[src/pkg/pvp_pkg.sv]
/*
  shared constants and types for the synchronous voice port.
  assumes a 100 MHz ref_clk on both ends of the link.
*/
`default_nettype none
package pvp_pkg;
  // ************************************************************
  // timing
  // ************************************************************
  localparam int CLK_PERIOD_PS = 10000;
  localparam int BCLK_HALF_NS = 3900;       // nominal bit clock phase
  localparam int BCLK_HALF_MIN_NS = 3800;   // shortest allowed phase
  localparam int BCLK_HALF_CYC = (BCLK_HALF_NS * 1000) / CLK_PERIOD_PS;
  localparam int BITS_PER_FRAME = 16;       // 16 bit clock periods per 124.8 us frame
  localparam int SYNC_HIGH_BITS = 8;        // sync high for half the frame
  // ************************************************************
  // word layout
  // ************************************************************
  localparam int WORD_W = 16;
  localparam int SAMPLE_W = 13;
  localparam int SAMPLE_LSB = 3;
  localparam int CNT_W = 10;
  localparam int BIT_W = 4;
  typedef logic [WORD_W-1:0] pvp_word_t;
  typedef logic [SAMPLE_W-1:0] pvp_sample_t;
endpackage : pvp_pkg
`default_nettype wire

[src/pkg/pvp_if.sv]
/*
  the four wires of the voice port between the radio end and the host end.
  assumes both ends share nothing but these wires.
*/
`timescale 1ns/1ps
`default_nettype none
interface pvp_if;
  logic voice_bit_clock;
  logic voice_frame_sync;
  logic voice_downlink_data;
  logic voice_uplink_data;
  modport radio (
    output voice_bit_clock,
    output voice_frame_sync,
    output voice_downlink_data,
    input voice_uplink_data
  );
  modport host (
    input voice_bit_clock,
    input voice_frame_sync,
    input voice_downlink_data,
    output voice_uplink_data
  );
endinterface : pvp_if
`default_nettype wire

[src/design/pvp_radio.sv]
/*
  radio end of the voice port: makes bit clock and frame sync, shifts
  downlink words out and captures uplink words.
  assumes a 100 MHz ref_clk and a host end that keeps the shared timing.
*/
`timescale 1ns/1ps
`default_nettype none
module pvp_radio
  import pvp_pkg::*;
(
  input wire logic ref_clk,                          // 100 MHz system clock
  input wire logic rst_b,                            // async reset, active low
  pvp_if.radio port,                                 // voice port wires
  input wire pvp_pkg::pvp_sample_t dl_sample,        // sample to send next frame
  input wire logic digital_voice_en,                 // digital path selected
  output logic dl_sample_taken,                      // pulse: dl_sample latched
  output pvp_pkg::pvp_sample_t ul_sample,            // last uplink sample
  output logic ul_valid,                             // pulse: ul_sample updated
  output logic analog_path_en                        // analog stages in use
);
  import pvp_pkg::*;

  // ************************************************************
  // state
  // ************************************************************
  // the first frame after reset runs with sync held low, so the host
  // never locks onto a word whose first bit went out unframed
  typedef enum logic [1:0] {
    PVP_PH_PRIME = 2'b00,                            // first frame, no sync
    PVP_PH_RUN = 2'b01                               // framed words
  } pvp_phase_e;

  typedef struct packed {
    pvp_phase_e phase;
    logic [CNT_W-1:0] div;
    logic bclk;
    logic [BIT_W-1:0] bitn;
    logic sync;
    pvp_word_t dl_sh;
    pvp_word_t ul_sh;
    logic dl_out;
    logic taken;
    pvp_sample_t ul_word;
    logic ul_v;
    logic uld_s1;
    logic uld_s2;
  } pvp_radio_s;

  pvp_radio_s r;
  pvp_radio_s next_r;

  // 390 cycles per phase: 3.9 us, above the 3.8 us floor
  localparam logic [CNT_W-1:0] HALF_LAST = CNT_W'(BCLK_HALF_CYC - 1);
  localparam logic [BIT_W-1:0] BIT_LAST = BIT_W'(BITS_PER_FRAME - 1);
  localparam logic [BIT_W-1:0] SYNC_END = BIT_W'(SYNC_HIGH_BITS);

  always_comb
  begin
    logic rise;
    logic fall;
    logic last_bit;
    logic [BIT_W-1:0] bit_after;
    pvp_word_t ul_next;
    next_r = r;
    rise = 1'b0;
    fall = 1'b0;
    last_bit = (r.bitn == BIT_LAST);
    bit_after = r.bitn + BIT_W'(1);
    ul_next = {r.ul_sh[WORD_W-2:0], r.uld_s2};
    next_r.taken = 1'b0;
    next_r.ul_v = 1'b0;
    // ************************************************************
    // uplink pin synchroniser
    // ************************************************************
    next_r.uld_s1 = port.voice_uplink_data;
    next_r.uld_s2 = r.uld_s1;
    // ************************************************************
    // bit clock divider
    // ************************************************************
    // a plain divider keeps both phases equal; the frame comes out at
    // 124.8 us instead of 125 us, the price of whole-cycle phases
    if (r.div == HALF_LAST)
    begin
      next_r.div = '0;
      next_r.bclk = ~r.bclk;
      rise = ~r.bclk;
      fall = r.bclk;
    end
    else
    begin
      next_r.div = r.div + CNT_W'(1);
    end
    // ************************************************************
    // downlink shifter
    // ************************************************************
    if (rise)
    begin
      // bit 0 of a frame goes out on the first rise after sync goes high
      if (r.bitn == '0)
      begin
        next_r.dl_sh = {dl_sample, {SAMPLE_LSB{1'b0}}};
        next_r.dl_out = dl_sample[SAMPLE_W-1];
        next_r.taken = 1'b1;
      end
      else
      begin
        next_r.dl_out = r.dl_sh[WORD_W-1-r.bitn];
      end
    end
    // ************************************************************
    // uplink shifter
    // ************************************************************
    if (fall)
    begin
      // uplink bit for the current period, same slot as downlink
      next_r.ul_sh = ul_next;
      if (last_bit)
      begin
        next_r.ul_word = ul_next[WORD_W-1 -: SAMPLE_W];
        next_r.ul_v = 1'b1;
      end
    end
    // ************************************************************
    // frame counter and sync
    // ************************************************************
    if (fall)
    begin
      next_r.bitn = bit_after;                       // wraps every 16
      // sync moves just after the fall, so only while the clock is low
      case (r.phase)
        PVP_PH_PRIME:
        begin
          // sync first rises at the end of the priming frame
          next_r.sync = last_bit;
          if (last_bit)
          begin
            next_r.phase = PVP_PH_RUN;
          end
        end
        PVP_PH_RUN:
        begin
          next_r.sync = (bit_after < SYNC_END);
        end
        default:
        begin
          next_r.phase = PVP_PH_PRIME;
          next_r.sync = 1'b0;
        end
      endcase
    end
  end

  always_ff @(posedge ref_clk or negedge rst_b)
  begin
    if (!rst_b)
    begin
      r <= '0;
    end
    else
    begin
      r <= next_r;
    end
  end

  // ************************************************************
  // outputs
  // ************************************************************
  // link wires, all straight from flops so the host sees clean levels
  assign port.voice_bit_clock = r.bclk;
  assign port.voice_frame_sync = r.sync;
  assign port.voice_downlink_data = r.dl_out;

  // one-cycle pulse in the cycle after dl_sample was copied
  assign dl_sample_taken = r.taken;

  // sample holds until the next word ends; valid marks the update
  assign ul_sample = r.ul_word;
  assign ul_valid = r.ul_v;

  // the analog stages are only a flag here; no analog audio passes this block
  assign analog_path_en = ~digital_voice_en;
endmodule : pvp_radio
`default_nettype wire

[src/flat_wrapper.sv]
// flat-port wrapper written by rule: the top's interface ports become plain ports
module pvp_radio_flat import pvp_pkg::*;
  (ref_clk, rst_b, dl_sample, digital_voice_en, dl_sample_taken, ul_sample, ul_valid, analog_path_en, port_voice_bit_clock, port_voice_frame_sync, port_voice_downlink_data, port_voice_uplink_data);
  pvp_if port_i ();
  input wire logic ref_clk;
  input wire logic rst_b;
  input wire pvp_pkg::pvp_sample_t dl_sample;
  input wire logic digital_voice_en;
  output logic dl_sample_taken;
  output pvp_pkg::pvp_sample_t ul_sample;
  output logic ul_valid;
  output logic analog_path_en;
  output wire logic [$bits(port_i.voice_bit_clock)-1:0] port_voice_bit_clock;
  output wire logic [$bits(port_i.voice_frame_sync)-1:0] port_voice_frame_sync;
  output wire logic [$bits(port_i.voice_downlink_data)-1:0] port_voice_downlink_data;
  input wire logic [$bits(port_i.voice_uplink_data)-1:0] port_voice_uplink_data;
  assign port_voice_bit_clock = port_i.voice_bit_clock;
  assign port_voice_frame_sync = port_i.voice_frame_sync;
  assign port_voice_downlink_data = port_i.voice_downlink_data;
  assign port_i.voice_uplink_data = port_voice_uplink_data;
  pvp_radio u_core (.ref_clk(ref_clk), .rst_b(rst_b), .port(port_i), .dl_sample(dl_sample), .digital_voice_en(digital_voice_en), .dl_sample_taken(dl_sample_taken), .ul_sample(ul_sample), .ul_valid(ul_valid), .analog_path_en(analog_path_en));
endmodule
[config.mk]
export PLATFORM = sky130hd
export DESIGN_NAME = pvp_radio_flat
export DESIGN_NICKNAME = d
export VERILOG_FILES = /design/src/pkg/pvp_pkg.sv /design/src/pkg/pvp_if.sv /design/src/design/pvp_radio.sv /design/src/flat_wrapper.sv
export SDC_FILE = /design/constraint.sdc
export NUM_CORES = 1
export LEC_CHECK = 0
export CAP_MARGIN = 15
export CELL_PAD_IN_SITES_DETAIL_PLACEMENT = 0
export CELL_PAD_IN_SITES_GLOBAL_PLACEMENT = 2
export CORE_MARGIN = 2
export CORE_UTILIZATION = 35
export DETAILED_ROUTE_END_ITERATION = 10
export DONT_BUFFER_PORTS = 1
export PLACE_DENSITY = 0.64
export SLEW_MARGIN = 5
export SYNTH_ARGS = -nofsm -noshare
export SYNTH_HDL_FRONTEND = slang
export SYNTH_SLANG_ARGS = --single-unit
[constraint.sdc]
create_clock -name ref_clk -period 3 [get_ports ref_clk]
set_input_delay 0.15 -clock ref_clk [delete_from_list [all_inputs] [get_ports ref_clk]]
set_output_delay 0.15 -clock ref_clk [all_outputs]
set_load 0.05 [all_outputs]
==> metrics.yaml, run 1 <==
status: "finished clean"
cp-start-kind: "flip-flop"
vias_per_cell: 4.73
synth_nets: 228
crit_required_ns: 3.21
grt_setup_unrepaired: "no"
grt_max_degree: 64
layout-drive-gt1-share_pct: 23.2
cts_tree: "yes"
drc: 0
p_sw_mw: 0.332
layout_commonest_cell: "dfrtp_1"
critPathMaxFanout: 14
diodes: 0
cp_slowest_stage_delay_ns: 0.63
reg2reg_depth: 5
clock-root-buffer: "clkbuf_8"
cts_setup_buffers: 0
routedWlPerCell_um: 14.0
antenna_found_initial: 0
fin_ws_ns: 0.628
end_kind: "flip-flop"
critPathBufInv: 1
leakagePower_nw: 1.49
path_class: "reg -> reg"
io_pins: 36
hold_path_class: "in -> reg"
skew_ns: 0.00663
switching_share_pct: 19.7
r2r_setup_slack_ns: 0.63
netlist_area_mm2: 0.00280
die_area_mm2: 0.00873
hpwl_um: 3020
holdCritStartpoint: "dl_sample[12]"
cp_top_family: "simple AND/OR/NAND/NOR gates"
mostFrequentLayoutCells: "63 x dfrtp_1, 21 x mux2_2, 15 x dlygate4sd3_1, 12 x mux2_1, 10 x nor2_1"
final_nets: 236
drt-initial-drc-count: 39
period_needed_ns: 2.37
synth_area_leaders: "dfrtp_1 56%, mux2_2 8.4%, mux2_4 4.8%, mux2_1 4.8%, buf_4 3.8%"
maxCapViolations: 0
core_area_mm2: 0.00773
crit_path_cell_trace: "inv_1 -> ha_1 -> or3b_4 -> or3_1 -> mux2_1"
synthToLayoutAreaGrowth_pct: 12.9
rr_endpoint: "u_core.r[43]"
synth_largest_area_cell: "dfrtp_1"
ant_nets: 0
synth_top_area_share_pct: 56.3
grt_pass1_vias: 1659
synthArstFlopShare_pct: 100
place_ws_ns: 0.596
clock_latency_ns: 0.33
synth_cell_type_count: 37
clkSinkCount: 63
max_freq_ghz: 0.422
power.internal_mw: 1.35
setup_violations: 0
fin_crit_sh_pct: 79.1
worst-path-stages: 5
fin_cells: 322
fin_hold_ws_ns: 0.110
gr-usage-all-layers_pct: 12.0
num_rows: 32
via_count: 1523
fin_setup_tns_ns: 0
power_frac_seq_pct: 51.3
gp_congestion: 0.774
dp.cells: 290
path_clk_slew_ns: 0.07
start_util_pct: 36.2
htree_levels: 3
io_buffers: 0
synth-seq-area-share_pct: 56.3
yosysWarnings: 0
timing.rr.start: "u_core.r[51]"
min_path_cells: 3
ys_ff_latch: 63
power_density_mw_per_mm2: 534
cts_resized: 0
synth_ff_type: "dfrtp_1"
synth-edff-count: 0
grt-ovfl-total: 0
slew_headroom_pct: 52.0
drtPass1Iterations: 4
hold_end: "u_core.port.voice_downlink_data"
synth_cells: 207
fp.dieW_um: 93.4
cts.path.max_buffers: 2
vdd_ir_drop_max_uv: 222
power_frac_comb_pct: 3.2
cts_made_buffers: 9
maxSlewViolCount: 0
cp_slowest_cell: "or3_1"
wl_um: 4510
pwr-share-clk_pct: 45.5
hold_buffers: 16
syn_area_per_cell_um2: 13.5
hold_viol: 0
worst_slew_pin_slew_ns: 0.720
chipHeight_um: 93.4
worstPathArrival_ns: 2.58
grt_pass1_wl_um: 7850
==> state kept, by name, summed over array words and instances (netlist names) <==
signal,count
u_core.ul_valid,1
u_core.port.voice_bit_clock,1
u_core.port.voice_downlink_data,1
u_core.next_r,1
u_core.ul_sample,13
u_core.dl_sample_taken,1
u_core.port.voice_frame_sync,1
u_core.r,44
==> power by group through the flow <==
| stage | registers (mW) | logic, mW | clock network (mW) |
|---|---|---|---|
| finish | 0.865 | 0.0542 | 0.767 |
| global route | 0.866 | 0.0611 | 0.839 |
| CTS | 0.865 | 0.0562 | 0.800 |
| detailed placement | 0.882 | 0.0190 | 0 |
| global placement | 0.881 | 0.0181 | 0 |
| floorplan | 0.879 | 0.0170 | 0 |
==> worst reg2reg max path, stage by stage (launching register included) <==
cell     delay (ns)
dfrtp_1        0.56
inv_1          0.13
ha_1           0.14
or3b_4         0.38
or3_1          0.63
mux2_1         0.43
==> metrics by stage <==
stage               utilization [%]  area (µm²)  power [mW]
floorplan                         -        2800       0.896
global placement               35.9        2780       0.899
detailed placement             35.9        2780       0.901
CTS                            40.9        3160        1.72
global route                   40.9        3160        1.77
finish                         40.9        3160        1.69
==> layer usage <==
metal / share of wire (%) / global-route usage (%)
met1: 43 / 13.7
met4: 1.7 / 6.25
met2: 49 / 19.2
met3: 6.3 / 4.83
met5: 0 / 0
==> cells in the mapped netlist, types with 2 or more instances <==
master / n
o21ai_0: 4
o31ai_1: 2
nor2_1: 10
and2_1: 2
nor3_1: 2
mux2_2: 21
nor2b_1: 2
nor3_2: 2
nand4_1: 4
buf_6: 2
xor2_1: 4
dfrtp_1: 63
nand2_1: 4
a21oi_1: 2
nand3_1: 4
buf_2: 2
inv_1: 7
mux2i_1: 6
ha_1: 4
buf_4: 14
and3_1: 2
clkbuf_1: 2
mux2_4: 9
mux2_1: 12
or3_1: 2
xnor2_1: 8
==> layout make-up <==
| type | count | area, µm² |
|---|---|---|
| multi-input combinational | 116 | 1030 |
| clock buffer | 12 | 135 |
| sequential | 63 | 1580 |
| fill | 726 | 4570 |
| inverter | 7 | 26.3 |
| tap | 102 | 128 |
| clock inverter | 4 | 70.1 |
| timing repair buffer | 18 | 193 |
==> cells by family after synthesis <==
kind of cell,count (synthesis),share of synthesized area (%)
buf+inv,28,6.84
flops,63,56.3
compound gates,11,2.41
simple gates,41,8.63
mux,48,20.3
xor+xnor,12,3.76
fa+ha+maj,4,1.79
==> how the worst max path moves through the flow <==
| stage | from | slack, ns | end |
|---|---|---|---|
| finish | u_core.r[51] | 0.63 | u_core.r[43] |
| global route | u_core.r[51] | 0.50 | u_core.r[43] |
| CTS | u_core.r[51] | 0.59 | u_core.r[43] |
| detailed placement | u_core.r[51] | 0.60 | u_core.r[43] |
| global placement | u_core.r[51] | 0.69 | u_core.r[40] |
| floorplan | u_core.r[51] | 0.90 | u_core.r[37] |
(Power assumes the default switching activity.)
==> run 2, diff against run 1 <==
==> constraint.sdc (replaced) <==
create_clock -name ref_clk -period 2.4 [get_ports ref_clk]
set_input_delay 0.12 -clock ref_clk [delete_from_list [all_inputs] [get_ports ref_clk]]
set_output_delay 0.12 -clock ref_clk [all_outputs]
set_load 0.05 [all_outputs]
==> run 2 against run 1 <==
Register-to-register slack lost 0.48 ns; setup slack got worse by 0.48 ns; highest routed layer unchanged; final cell count increased by 0.62%; combinational power up 26%; clock skew increased by 0.0041 ns; flip-flop and latch count is the same; global-route usage is 0.19 points lower; critical path depth did not move; first-iteration DRC count decreased by 26%; sequential power up 25%.
==> metrics.yaml, run 2 (same netlist as run 1, synthesis figures left out) <==
highest_layer: "met4"
min_path_cells: 3
r2r_setup_slack_ns: 0.15
num_rows: 32
fin_crit_sh_pct: 93.7
power_mw: 1.93
period_needed_ns: 2.25
hold_viol: 0
cp-start-kind: "flip-flop"
hold_path_class: "in -> reg"
path_clk_slew_ns: 0.07
mostFrequentLayoutCells: "63 x dfrtp_1, 21 x mux2_2, 15 x dlygate4sd3_1, 12 x mux2_1, 10 x nor2_1"
fin_cells: 324
io_buffers: 0
status: "finished clean"
vdd_ir_drop_max_uv: 305
fp.dieW_um: 93.4
gp_congestion: 0.826
grt_max_degree: 64
slew_headroom_pct: 67.1
crit_required_ns: 2.61
synthToLayoutAreaGrowth_pct: 12.1
leakagePower_nw: 1.48
power_density_mw_per_mm2: 616
fin_setup_tns_ns: 0
crit_path_cell_trace: "inv_1 -> ha_1 -> or3b_4 -> or3_2 -> mux2_1"
skew_ns: 0.0107
setup_violations: 0
wl_um: 4560
htree_levels: 3
drt-initial-drc-count: 29
drtPass1Iterations: 4
maxSlewViolCount: 0
max_freq_ghz: 0.445
hpwl_um: 3020
routedWlPerCell_um: 14.1
cp-startpoint: "u_core.r[52]"
cp_slowest_cell: "or3_2"
rr_endpoint: "u_core.r[43]"
hold_end: "u_core.port.voice_downlink_data"
start_util_pct: 36.2
vias_per_cell: 4.71
core_area_mm2: 0.00773
maxCapViolations: 0
reg2reg_depth: 5
gr-usage-all-layers_pct: 11.8
clock_latency_ns: 0.34
final_nets: 238
worst_slew_pin_slew_ns: 0.494
layout_commonest_cell: "dfrtp_1"
dp.cells: 292
cts_setup_buffers: 0
clock-root-buffer: "clkbuf_8"
wl_met2_um: 2160
met1Wirelength_um: 2040
top_register: "u_core.r"
layout-drive-gt1-share_pct: 24.8
diodes: 0
drc: 0
critPathMaxFanout: 14
io_pins: 36
grt_pass1_vias: 1622
ant_nets: 0
cp_slowest_stage_delay_ns: 0.64
antenna_found_initial: 0
met3_wirelength_um: 306
clkSinkCount: 63
path_class: "reg -> reg"
timing.rr.start: "u_core.r[52]"
chipHeight_um: 93.4
cts_made_buffers: 9
cts_tree: "yes"
holdCritStartpoint: "dl_sample[12]"
end_kind: "flip-flop"
grt_pass1_wl_um: 7800
cts.path.max_buffers: 2
grt_setup_unrepaired: "no"
worstPathArrival_ns: 2.46
via_count: 1526
die_area_mm2: 0.00873
largest_register_ffs: 44
grt-ovfl-total: 0
-- run 2: cell types whose count changed in the layout (fill, tap and decap cells not counted) --
cell | before | now
or3_2 | 0 | 1
bufinv_16 | 2 | 0
clkinv_4 | 0 | 2
or3_1 | 2 | 1
buf_4 | 2 | 4
clkinvlp_4 | 0 | 1
clkbuf_1 | 3 | 2
-- run 2: final cells by class --
| class | count | area [µm²] |
|---|---|---|
| Multi-Input combinational cell | 116 | 1030 |
| Clock buffer | 11 | 131 |
| Inverter | 7 | 26.3 |
| Clock inverter | 5 | 35.0 |
| Fill cell | 728 | 4590 |
| Sequential cell | 63 | 1580 |
| Timing Repair Buffer | 20 | 208 |
| Tap cell | 102 | 128 |
-- run 2: routing by layer --
layer	up-vias	GRT usage [%]
li1	720	-
met3	5	5.16
met4	0	5.02
met2	35	19.1
met5	-	0
met1	766	13.5
-- run 2: metrics by stage --
step	hold slack, ns	setup slack [ns]	util, %	area [µm²]
2_1_floorplan	-0.176	0.300	-	2800
3_3_place_gp	-0.173	0.205	36.1	2790
3_5_place_dp	-0.173	0.111	36.1	2790
4_1_cts	0.0626	0.0957	40.6	3140
5_1_grt	0.104	0.0243	40.6	3140
6_report	0.0696	0.150	40.6	3140
-- run 2: repair_timing --
action                                  4_1_cts  5_1_grt
hold endpoints to repair                     77        0
hold buffers                                 16        0
endpoints found under the setup margin        0        5
gates resized for setup                       0        1
-- run 2: how the worst max path moves through the flow --
stage | to
after floorplan | u_core.r[37]
after global placement | u_core.r[40]
after detailed placement | u_core.r[43]
after CTS | u_core.r[43]
after global routing | u_core.r[43]
final | u_core.r[43]
-- run 2: critical path, delay by kind of cell (launching register included) --
kind	cells	cell delay, ns
and+or+nand+nor	2	1.02
DFF	1	0.45
muxes	1	0.38
adders and majority gates	1	0.14
buffers and inverters	1	0.13
-- run 2: power by group --
part           total [mW]  switching, mW  internal [mW]  leakage [nW]
sequential           1.08        0.00666           1.07         0.826
clock               0.785          0.410          0.375        0.0833
combinational      0.0682         0.0327         0.0355         0.570
